### src/rtl/alu_pkg.sv
package alu_pkg;

  // ****************************************************************
  // Widths and constant bytes
  // ****************************************************************
  localparam int unsigned DATA_W = 8;
  localparam logic [7:0] ALL_ONES = 8'hFF;
  localparam logic [7:0] ZERO_BYTE = 8'h00;
  localparam logic [7:0] ONE_BYTE = 8'h01;
  localparam logic [7:0] STATUS_RST = 8'h00;
  localparam logic [7:0] RESULT_RST = 8'h00;

  // ****************************************************************
  // Status flag positions
  // ****************************************************************
  localparam int unsigned FLAG_C = 0;
  localparam int unsigned FLAG_Z = 1;
  localparam int unsigned FLAG_N = 2;
  localparam int unsigned FLAG_V = 3;
  localparam int unsigned FLAG_S = 4;
  localparam int unsigned FLAG_H = 5;

  // ****************************************************************
  // Execution times in clocks
  // ****************************************************************
  localparam int unsigned BYTE_CLOCKS = 1;
  localparam int unsigned WORD_CLOCKS = 2;

  // ****************************************************************
  // Operations and states
  // ****************************************************************
  typedef enum logic [4:0] {
    OP_REG_SUM = 5'h00,
    OP_CARRY_SUM = 5'h01,
    OP_WORD_IMMEDIATE_SUM = 5'h02,
    OP_REG_DIFFERENCE = 5'h03,
    OP_CONSTANT_DIFFERENCE = 5'h04,
    OP_BORROW_DIFFERENCE = 5'h05,
    OP_CONSTANT_BORROW_DIFFERENCE = 5'h06,
    OP_WORD_IMMEDIATE_DIFFERENCE = 5'h07,
    OP_CONJUNCTION = 5'h08,
    OP_CONSTANT_CONJUNCTION = 5'h09,
    OP_DISJUNCTION = 5'h0A,
    OP_CONSTANT_DISJUNCTION = 5'h0B,
    OP_EXCLUSIVE_DISJUNCTION = 5'h0C,
    OP_ONES_COMPLEMENT = 5'h0D,
    OP_SIGN_FLIP = 5'h0E,
    OP_BIT_SET_MASK = 5'h0F,
    OP_BIT_CLEAR_MASK = 5'h10,
    OP_PLUS_ONE = 5'h11,
    OP_MINUS_ONE = 5'h12
  } alu_op_t;

  typedef enum logic {
    ST_IDLE = 1'b0,
    ST_WORD_HI = 1'b1
  } alu_state_t;

endpackage

### src/rtl/alu_add_if.sv
`timescale 1ns/1ps
interface alu_add_if;
  logic [7:0] opa;
  logic [7:0] opb;
  logic carry_in;
  logic subtract;
  logic [7:0] sum;
  logic carry_out;
  logic half_carry;
  logic overflow;

  modport user (
    output opa,
    output opb,
    output carry_in,
    output subtract,
    input sum,
    input carry_out,
    input half_carry,
    input overflow
  );

  modport unit (
    input opa,
    input opb,
    input carry_in,
    input subtract,
    output sum,
    output carry_out,
    output half_carry,
    output overflow
  );
endinterface

### src/rtl/alu_add.sv
`timescale 1ns/1ps
module alu_add (
  alu_add_if.unit add
);
  import alu_pkg::*;

  logic [7:0] opb_x;
  logic cin_x;
  logic [4:0] nib;
  logic [8:0] full;

  // ****************************************************************
  // Shared adder
  // ****************************************************************
  // Subtraction runs as a + ~b + ~borrow, so carries leave inverted
  // and are turned back into borrows here.
  always_comb begin
    opb_x = add.subtract ? ~add.opb : add.opb;
    cin_x = add.subtract ? ~add.carry_in : add.carry_in;
    nib = {1'b0, add.opa[3:0]} + {1'b0, opb_x[3:0]} + {4'h0, cin_x};
    full = {1'b0, add.opa} + {1'b0, opb_x} + {8'h00, cin_x};
    add.sum = full[7:0];
    add.carry_out = full[8] ^ add.subtract;
    add.half_carry = nib[4] ^ add.subtract;
    add.overflow = (add.opa[7] == opb_x[7]) && (full[7] != add.opa[7]);
  end

endmodule

### src/rtl/alu_top.sv
`timescale 1ns/1ps
module alu_top (
  input wire logic core_clk_i,
  input wire logic rst_n_i,
  input wire logic req_valid_i,
  input wire alu_pkg::alu_op_t req_op_i,
  input wire logic [alu_pkg::DATA_W-1:0] dst_i,
  input wire logic [alu_pkg::DATA_W-1:0] src_i,
  input wire logic [alu_pkg::DATA_W-1:0] dst_hi_i,
  input wire logic [alu_pkg::DATA_W-1:0] status_i,
  output logic ready_o,
  output logic done_o,
  output logic [alu_pkg::DATA_W-1:0] result_o,
  output logic [alu_pkg::DATA_W-1:0] result_hi_o,
  output logic pair_write_o,
  output logic [alu_pkg::DATA_W-1:0] status_o
);
  import alu_pkg::*;

  logic [1:0] rst_sync_q;
  logic rst_n;

  alu_state_t state_q;
  alu_state_t state_d;
  alu_op_t op_q;
  alu_op_t op_d;
  logic [7:0] lo_q;
  logic [7:0] lo_d;
  logic [7:0] hi_q;
  logic [7:0] hi_d;
  logic carry_q;
  logic carry_d;
  logic [7:0] base_q;
  logic [7:0] base_d;

  logic done_q;
  logic done_d;
  logic [7:0] res_q;
  logic [7:0] res_d;
  logic [7:0] res_hi_q;
  logic [7:0] res_hi_d;
  logic pair_q;
  logic pair_d;
  logic [7:0] stat_q;
  logic [7:0] stat_d;

  logic is_sub;
  logic is_word;
  logic [7:0] word_hi;
  logic word_neg;
  logic word_ovf;

  alu_add_if add ();

  alu_add u_add (
    .add(add)
  );

  // ****************************************************************
  // Reset release
  // ****************************************************************
  always_ff @(posedge core_clk_i or negedge rst_n_i) begin
    if (!rst_n_i) begin
      rst_sync_q <= 2'b00;
    end else begin
      rst_sync_q <= {rst_sync_q[0], 1'b1};
    end
  end

  assign rst_n = rst_sync_q[1];

  // ****************************************************************
  // Flag helpers
  // ****************************************************************
  function automatic logic [7:0] logic_flags(
    input logic [7:0] st,
    input logic [7:0] r
  );
    logic [7:0] f;
    f = st;
    f[FLAG_Z] = (r == ZERO_BYTE);
    f[FLAG_N] = r[7];
    f[FLAG_V] = 1'b0;
    return f;
  endfunction

  function automatic logic [7:0] arith_flags(
    input logic [7:0] st,
    input logic [7:0] r,
    input logic c,
    input logic h,
    input logic v
  );
    logic [7:0] f;
    f = st;
    f[FLAG_Z] = (r == ZERO_BYTE);
    f[FLAG_N] = r[7];
    f[FLAG_V] = v;
    f[FLAG_C] = c;
    f[FLAG_H] = h;
    return f;
  endfunction

  // ****************************************************************
  // Operation class
  // ****************************************************************
  always_comb begin
    is_word = 1'b0;
    is_sub = 1'b0;
    // Decoded from req_op_i, or from op_q in ST_WORD_HI, rather than op_d, so that the adder
    // output never loops back into its own steering.
    case ((state_q == ST_IDLE) ? req_op_i : op_q)
      OP_WORD_IMMEDIATE_SUM: begin
        is_word = 1'b1;
      end
      OP_WORD_IMMEDIATE_DIFFERENCE: begin
        is_word = 1'b1;
        is_sub = 1'b1;
      end
      OP_REG_DIFFERENCE, OP_CONSTANT_DIFFERENCE, OP_BORROW_DIFFERENCE,
      OP_CONSTANT_BORROW_DIFFERENCE, OP_SIGN_FLIP, OP_MINUS_ONE: begin
        is_sub = 1'b1;
      end
      default: begin
        is_sub = 1'b0;
      end
    endcase
  end

  // ****************************************************************
  // Adder steering
  // ****************************************************************
  // The word operations reuse the byte adder on two clocks, low byte
  // first, which is why they cost the extra clock.
  always_comb begin
    add.opa = dst_i;
    add.opb = src_i;
    add.carry_in = 1'b0;
    add.subtract = is_sub;
    if (state_q == ST_WORD_HI) begin
      add.opa = hi_q;
      add.opb = ZERO_BYTE;
      add.carry_in = carry_q;
    end else begin
      case (req_op_i)
        OP_CARRY_SUM, OP_BORROW_DIFFERENCE,
        OP_CONSTANT_BORROW_DIFFERENCE: begin
          add.carry_in = status_i[FLAG_C];
        end
        OP_SIGN_FLIP: begin
          add.opa = ZERO_BYTE;
          add.opb = dst_i;
        end
        OP_PLUS_ONE, OP_MINUS_ONE: begin
          add.opb = ONE_BYTE;
        end
        default: begin
          add.carry_in = 1'b0;
        end
      endcase
    end
  end

  // ****************************************************************
  // Word high byte flags
  // ****************************************************************
  always_comb begin
    word_hi = add.sum;
    word_neg = add.sum[7];
    word_ovf = add.overflow;
  end

  // ****************************************************************
  // Sequencer and result next values
  // ****************************************************************
  always_comb begin
    state_d = state_q;
    op_d = op_q;
    lo_d = lo_q;
    hi_d = hi_q;
    carry_d = carry_q;
    base_d = base_q;
    done_d = 1'b0;
    res_d = res_q;
    res_hi_d = res_hi_q;
    pair_d = 1'b0;
    stat_d = stat_q;
    if (state_q == ST_IDLE) begin
      op_d = req_op_i;
    end
    case (state_q)
      ST_IDLE: begin
        if (req_valid_i && is_word) begin
          lo_d = add.sum;
          carry_d = add.carry_out;
          hi_d = dst_hi_i;
          base_d = status_i;
          state_d = ST_WORD_HI;
        end else if (req_valid_i) begin
          done_d = 1'b1;
          res_hi_d = ZERO_BYTE;
          res_d = add.sum;
          stat_d = arith_flags(status_i, add.sum, add.carry_out,
                               add.half_carry, add.overflow);
          case (req_op_i)
            OP_REG_SUM, OP_CARRY_SUM: begin
              res_d = add.sum;
            end
            OP_REG_DIFFERENCE, OP_CONSTANT_DIFFERENCE: begin
              res_d = add.sum;
            end
            OP_BORROW_DIFFERENCE, OP_CONSTANT_BORROW_DIFFERENCE: begin
              res_d = add.sum;
            end
            OP_CONJUNCTION, OP_CONSTANT_CONJUNCTION: begin
              res_d = dst_i & src_i;
              stat_d = logic_flags(status_i, dst_i & src_i);
            end
            OP_DISJUNCTION, OP_CONSTANT_DISJUNCTION: begin
              res_d = dst_i | src_i;
              stat_d = logic_flags(status_i, dst_i | src_i);
            end
            OP_EXCLUSIVE_DISJUNCTION: begin
              res_d = dst_i ^ src_i;
              stat_d = logic_flags(status_i, dst_i ^ src_i);
            end
            OP_BIT_SET_MASK: begin
              res_d = dst_i | src_i;
              stat_d = logic_flags(status_i, dst_i | src_i);
            end
            OP_BIT_CLEAR_MASK: begin
              res_d = dst_i & (ALL_ONES - src_i);
              stat_d = logic_flags(status_i, dst_i & (ALL_ONES - src_i));
            end
            OP_ONES_COMPLEMENT: begin
              res_d = ALL_ONES - dst_i;
              stat_d = logic_flags(status_i, ALL_ONES - dst_i);
              stat_d[FLAG_C] = 1'b1;
            end
            OP_SIGN_FLIP: begin
              res_d = add.sum;
            end
            OP_PLUS_ONE, OP_MINUS_ONE: begin
              res_d = add.sum;
              stat_d = logic_flags(status_i, add.sum);
              stat_d[FLAG_V] = add.overflow;
            end
            default: begin
              res_d = add.sum;
            end
          endcase
        end
      end
      ST_WORD_HI: begin
        done_d = 1'b1;
        pair_d = 1'b1;
        res_d = lo_q;
        res_hi_d = word_hi;
        stat_d = base_q;
        stat_d[FLAG_Z] = ({word_hi, lo_q} == {ZERO_BYTE, ZERO_BYTE});
        stat_d[FLAG_C] = add.carry_out;
        stat_d[FLAG_N] = word_neg;
        stat_d[FLAG_V] = word_ovf;
        stat_d[FLAG_S] = word_neg ^ word_ovf;
        state_d = ST_IDLE;
      end
      default: begin
        state_d = ST_IDLE;
      end
    endcase
  end

  // ****************************************************************
  // Registers
  // ****************************************************************
  always_ff @(posedge core_clk_i or negedge rst_n) begin
    if (!rst_n) begin
      state_q <= ST_IDLE;
      op_q <= OP_REG_SUM;
      lo_q <= RESULT_RST;
      hi_q <= RESULT_RST;
      carry_q <= 1'b0;
      base_q <= STATUS_RST;
      done_q <= 1'b0;
      res_q <= RESULT_RST;
      res_hi_q <= RESULT_RST;
      pair_q <= 1'b0;
      stat_q <= STATUS_RST;
    end else begin
      state_q <= state_d;
      op_q <= op_d;
      lo_q <= lo_d;
      hi_q <= hi_d;
      carry_q <= carry_d;
      base_q <= base_d;
      done_q <= done_d;
      res_q <= res_d;
      res_hi_q <= res_hi_d;
      pair_q <= pair_d;
      stat_q <= stat_d;
    end
  end

  // A word operation blocks new requests for its second clock only.
  assign ready_o = (state_q == ST_IDLE);
  assign done_o = done_q;
  assign result_o = res_q;
  assign result_hi_o = res_hi_q;
  assign pair_write_o = pair_q;
  assign status_o = stat_q;

endmodule

### config.mk
export PLATFORM = sky130hd
export DESIGN_NAME = alu_top
export DESIGN_NICKNAME = d
export VERILOG_FILES = /design/src/rtl/alu_pkg.sv /design/src/rtl/alu_add_if.sv /design/src/rtl/alu_add.sv /design/src/rtl/alu_top.sv
export SDC_FILE = /design/constraint.sdc
export NUM_CORES = 1
export LEC_CHECK = 0
export ABC_AREA = 1
export BUFFER_PORTS_ARGS = -buffer_cell sky130_fd_sc_hd__buf_2
export CELL_PAD_IN_SITES_DETAIL_PLACEMENT = 0
export CELL_PAD_IN_SITES_GLOBAL_PLACEMENT = 1
export CORE_MARGIN = 2
export CORE_UTILIZATION = 25
export DETAILED_ROUTE_END_ITERATION = 6
export GPL_TIMING_DRIVEN = 0
export PLACE_DENSITY_LB_ADDON = 0.08
export SLEW_MARGIN = 10
export SYNTH_ARGS = -nofsm -noshare
export SYNTH_HDL_FRONTEND = slang
export SYNTH_HIERARCHICAL = 1
export SYNTH_SLANG_ARGS = --single-unit
### constraint.sdc
create_clock -name core_clk_i -period 1.7 [get_ports core_clk_i]
set_clock_uncertainty 0.05 [all_clocks]
set_input_delay 0.51 -clock core_clk_i [delete_from_list [all_inputs] [get_ports core_clk_i]]
set_output_delay 0.51 -clock core_clk_i [all_outputs]
set_load 0.05 [all_outputs]
==> flow_summary.ini <==
[logic_synthesis]
yosysSeqAreaShare_pct = 33.76
syn-mean-instance-area_sq_um = 7.034
ys_top_cells_by_area = dfrtp_1 34%, nand2_1 20%, ha_1 9.7%, inv_1 4.8%, nor2_1 4.8%
synthFlopType = dfrtp_1
yosysUniqueCellTypes = 36
synth_edf_count = 0
synth_top_area_share_pct = 33.76
yosysWarnings = 6
yosys.area.top_type = dfrtp_1
async_flop_share_pct = 100.0
synthCells = 569
syn_nets = 642
syn_area_sq_um = 4003
ys_ff_latch = 54

[power_and_ir_drop]
p_per_area_nw_per_um2 = 929.1
vdd_drop_max_mv = 0.3735
finalPower_mw = 5.322
leakagePower_nw = 2.949
power.net_switching_mw = 2.308
internal_power_mw = 3.014
pwr-share-seq_pct = 33.2
combPwrFrac_pct = 46.2
power.share.clock_pct = 20.6
swShare_pct = 43.36

[worst_setup_path]
startpoint_type = flop
arrival_ns = 3.78
critical_path_class = flop to flop
crit_required_ns = 1.89
cp_max_fo = 8
end_kind = flop

[placement]
place_hpwl_um = 11000
io_buffers = 63
dpl_cell_area_sq_um = 4654
gp_congestion = 0.7840

[floorplanning]
ios = 67
core_sq_um = 15770
die_y_um = 130.5
die_x_um = 130.5
die_area_sq_um = 17040
start_util_pct = 25.38
num_rows = 46

[clocking]
numClockSinks = 54
cts_buffers = 5
h-tree-depth = 2
worstSkewPairLatency_ns = 0.31
ctsLongestPathBuffers = 2
cts_tree = built
cts_root_buf = clkbuf_16
path_clk_slew_ns = 0.08

[run_status]
violations = setup timing
status = complete, but fails checks

[sta]
fin_ws_ns = -1.888
hold_viol = 0
slew_headroom_pct = 62.41
worstMarginPinSlew_ns = 0.5638
rsz0062_at_grt = true
max_freq_ghz = 0.2787
min_period_over_period_pct = 211.1
final_max_slew_viol_count = 0
setup_viol = 47
finalCriticalPeriod_ns = 3.588

[global_routing]
overflow = 0
antenna_found_initial = 0
gr-usage-met2_pct = 30.82
grtUsageMet1_pct = 23.32
grt_pass1_vias = 4147
grt_max_degree = 31
grt_pass1_wl_um = 22940
busiest_layer = met2
grt.total_usage_pct = 17.81
use_met3_pct = 2.687

[layout]
postLayoutCoreUtil_pct = 36.32
multi_input_area_sq_um = 2689
drive_gt1_share_pct = 33.04
n_antenna_cell = 0
final-seq-area_sq_um = 1353
n_fill_cell = 1760
final_area_sq_um = 5728
area_growth_pct = 43.11
nNetsFinal = 762

[routing]
wl_per_cell_um = 15.88
vias = 3992
wirelength_um = 14390
drc = 0
first_pass_iters = 4
ant_nets = 0
drtIter0Drc = 213
via_per_inst = 4.406

[job]
drv_cap = 0

[hold_path]
min_path_type = flop to async pin
layout make-up:
cell class,instances,area share (%)
clock inverter,3,0.5024
tap,216,4.718
multi-input combinational,444,46.94
sequential,54,23.61
timing repair buffer,111,14.92
clock buffer,5,2.184
buffer,15,3.189
inverter,58,3.932
stage by stage:
step | worst slack, ns | hold slack, ns | TNS (ns) | instances
5_1_grt | -2.117 | 0.2658 | -73.43 | 906
6_report | -1.888 | 0.2181 | -66.18 | 906
4_1_cts | -1.897 | 0.2423 | -65.07 | 901
3_5_place_dp | -2.409 | 0.2365 | -54.24 | 849
3_3_place_gp | -2.369 | 0.2444 | -92.21 | 848
2_1_floorplan | -1.578 | 0.1644 | -31.67 | 569
flip-flops by register name, summed over array words and instances (netlist names):
| register | flops |
|---|---|
| hi_q | 8 |
| lo_q | 8 |
| result_hi_o | 8 |
| result_o | 8 |
| status_o | 8 |
| op_q | 5 |
| base_q | 3 |
| rst_sync_q | 2 |
| carry_q | 1 |
| done_o | 1 |
| pair_write_o | 1 |
| state_q | 1 |
cell usage after synthesis (2+ instances only):
cell type / n
nand2_1: 209
dfrtp_1: 54
inv_1: 51
nor2_1: 51
ha_1: 31
nand3_1: 31
o21ai_0: 28
o21ai_1: 21
xor2_1: 14
a21oi_1: 10
nand2_2: 9
inv_2: 7
o32ai_1: 7
clkbuf_1: 5
nand4_1: 5
buf_6: 4
nor2_2: 4
buf_2: 3
buf_4: 3
nor2_4: 3
fa_1: 2
nor3_1: 2
o21a_1: 2
what timing repair did:
| action | 4_1_cts | 5_1_grt |
|---|---|---|
| resized for setup | 100 | 16 |
| setup endpoints to repair | 47 | 47 |
| pin swaps | 32 | 11 |
| setup buffers | 41 | 5 |
| cloned | 6 | 0 |
| hold buffers | 1 | 0 |
| endpoints found under the hold margin | 2 | 0 |
worst max-delay path: stages (launching register included):
cell     delay, ns
dfrtp_1       0.40
buf_6         0.16
buf_12        0.14
o21a_1        0.19
nor2_2        0.14
o21ai_2       0.08
o22ai_4       0.17
buf_8         0.15
xor2_2        0.08
fa_2          0.39
fa_2          0.38
nand3_2       0.09
nand2_4       0.07
nand2_2       0.06
nand2_2       0.06
xor2_2        0.17
nor2_1        0.10
nand4_1       0.17
nor2_1        0.13
nor2_1        0.05
nand3_1       0.10
nand2_2       0.08
a21oi_2       0.13
layout by cell type, fill, tap and decap left out, types with 22 or more instances in the layout:
cell type / Yosys / routed
buf_2: 3 / 62
buf_4: 3 / 24
buf_6: 4 / 22
dfrtp_1: 54 / 53
ha_1: 31 / 28
inv_1: 51 / 45
nand2_1: 209 / 187
nand2_2: 9 / 26
nand3_1: 31 / 22
nor2_1: 51 / 48
o21ai_0: 28 / 23
power groups by stage:
stage | clock network [mW] | registers, mW | logic, mW
floorplan | 0 | 2.15 | 1.05
global route | 1.18 | 1.81 | 2.70
global placement | 0 | 1.80 | 2.02
CTS | 1.14 | 1.77 | 2.40
detailed placement | 0 | 1.79 | 2.05
finish | 1.09 | 1.77 | 2.46
cells by family (layout without fill, tap and decap cells):
| kind of cell | count (synthesis) | in the layout | synth area share (%) |
|---|---|---|---|
| compound gates | 73 | 73 | 10.44 |
| xor+xnor | 15 | 15 | 3.282 |
| fa+ha+maj | 33 | 33 | 10.69 |
| buf+inv | 73 | 192 | 7.971 |
| flops | 54 | 54 | 33.76 |
| other cells | 1 | 1 | 0.09369 |
| simple gates | 320 | 322 | 33.76 |
routing by layer:
metal | share of wire, % | up-vias
li1 | - | 2048
met1 | 47 | 1880
met2 | 49 | 58
met3 | 3.4 | 6
met4 | 0.93 | 0
met5 | 0 | -
worst paths after layout:
path                                from            end  slack, ns  cells after the start
hold / removal             rst_sync_q[1]    status_o[6]       0.22                      0
hold reg to reg            rst_sync_q[1]    status_o[6]       0.22                      0
setup / recovery                 state_q    status_o[1]      -1.89                     22
max in group asynchronous  rst_sync_q[1]        op_q[2]       0.82                      1
min in group core_clk_i    rst_sync_q[0]  rst_sync_q[1]       0.31                      0
setup reg to reg                 state_q    status_o[1]      -1.89                     22
No activity file was read; power rests on OpenSTA's default activity.
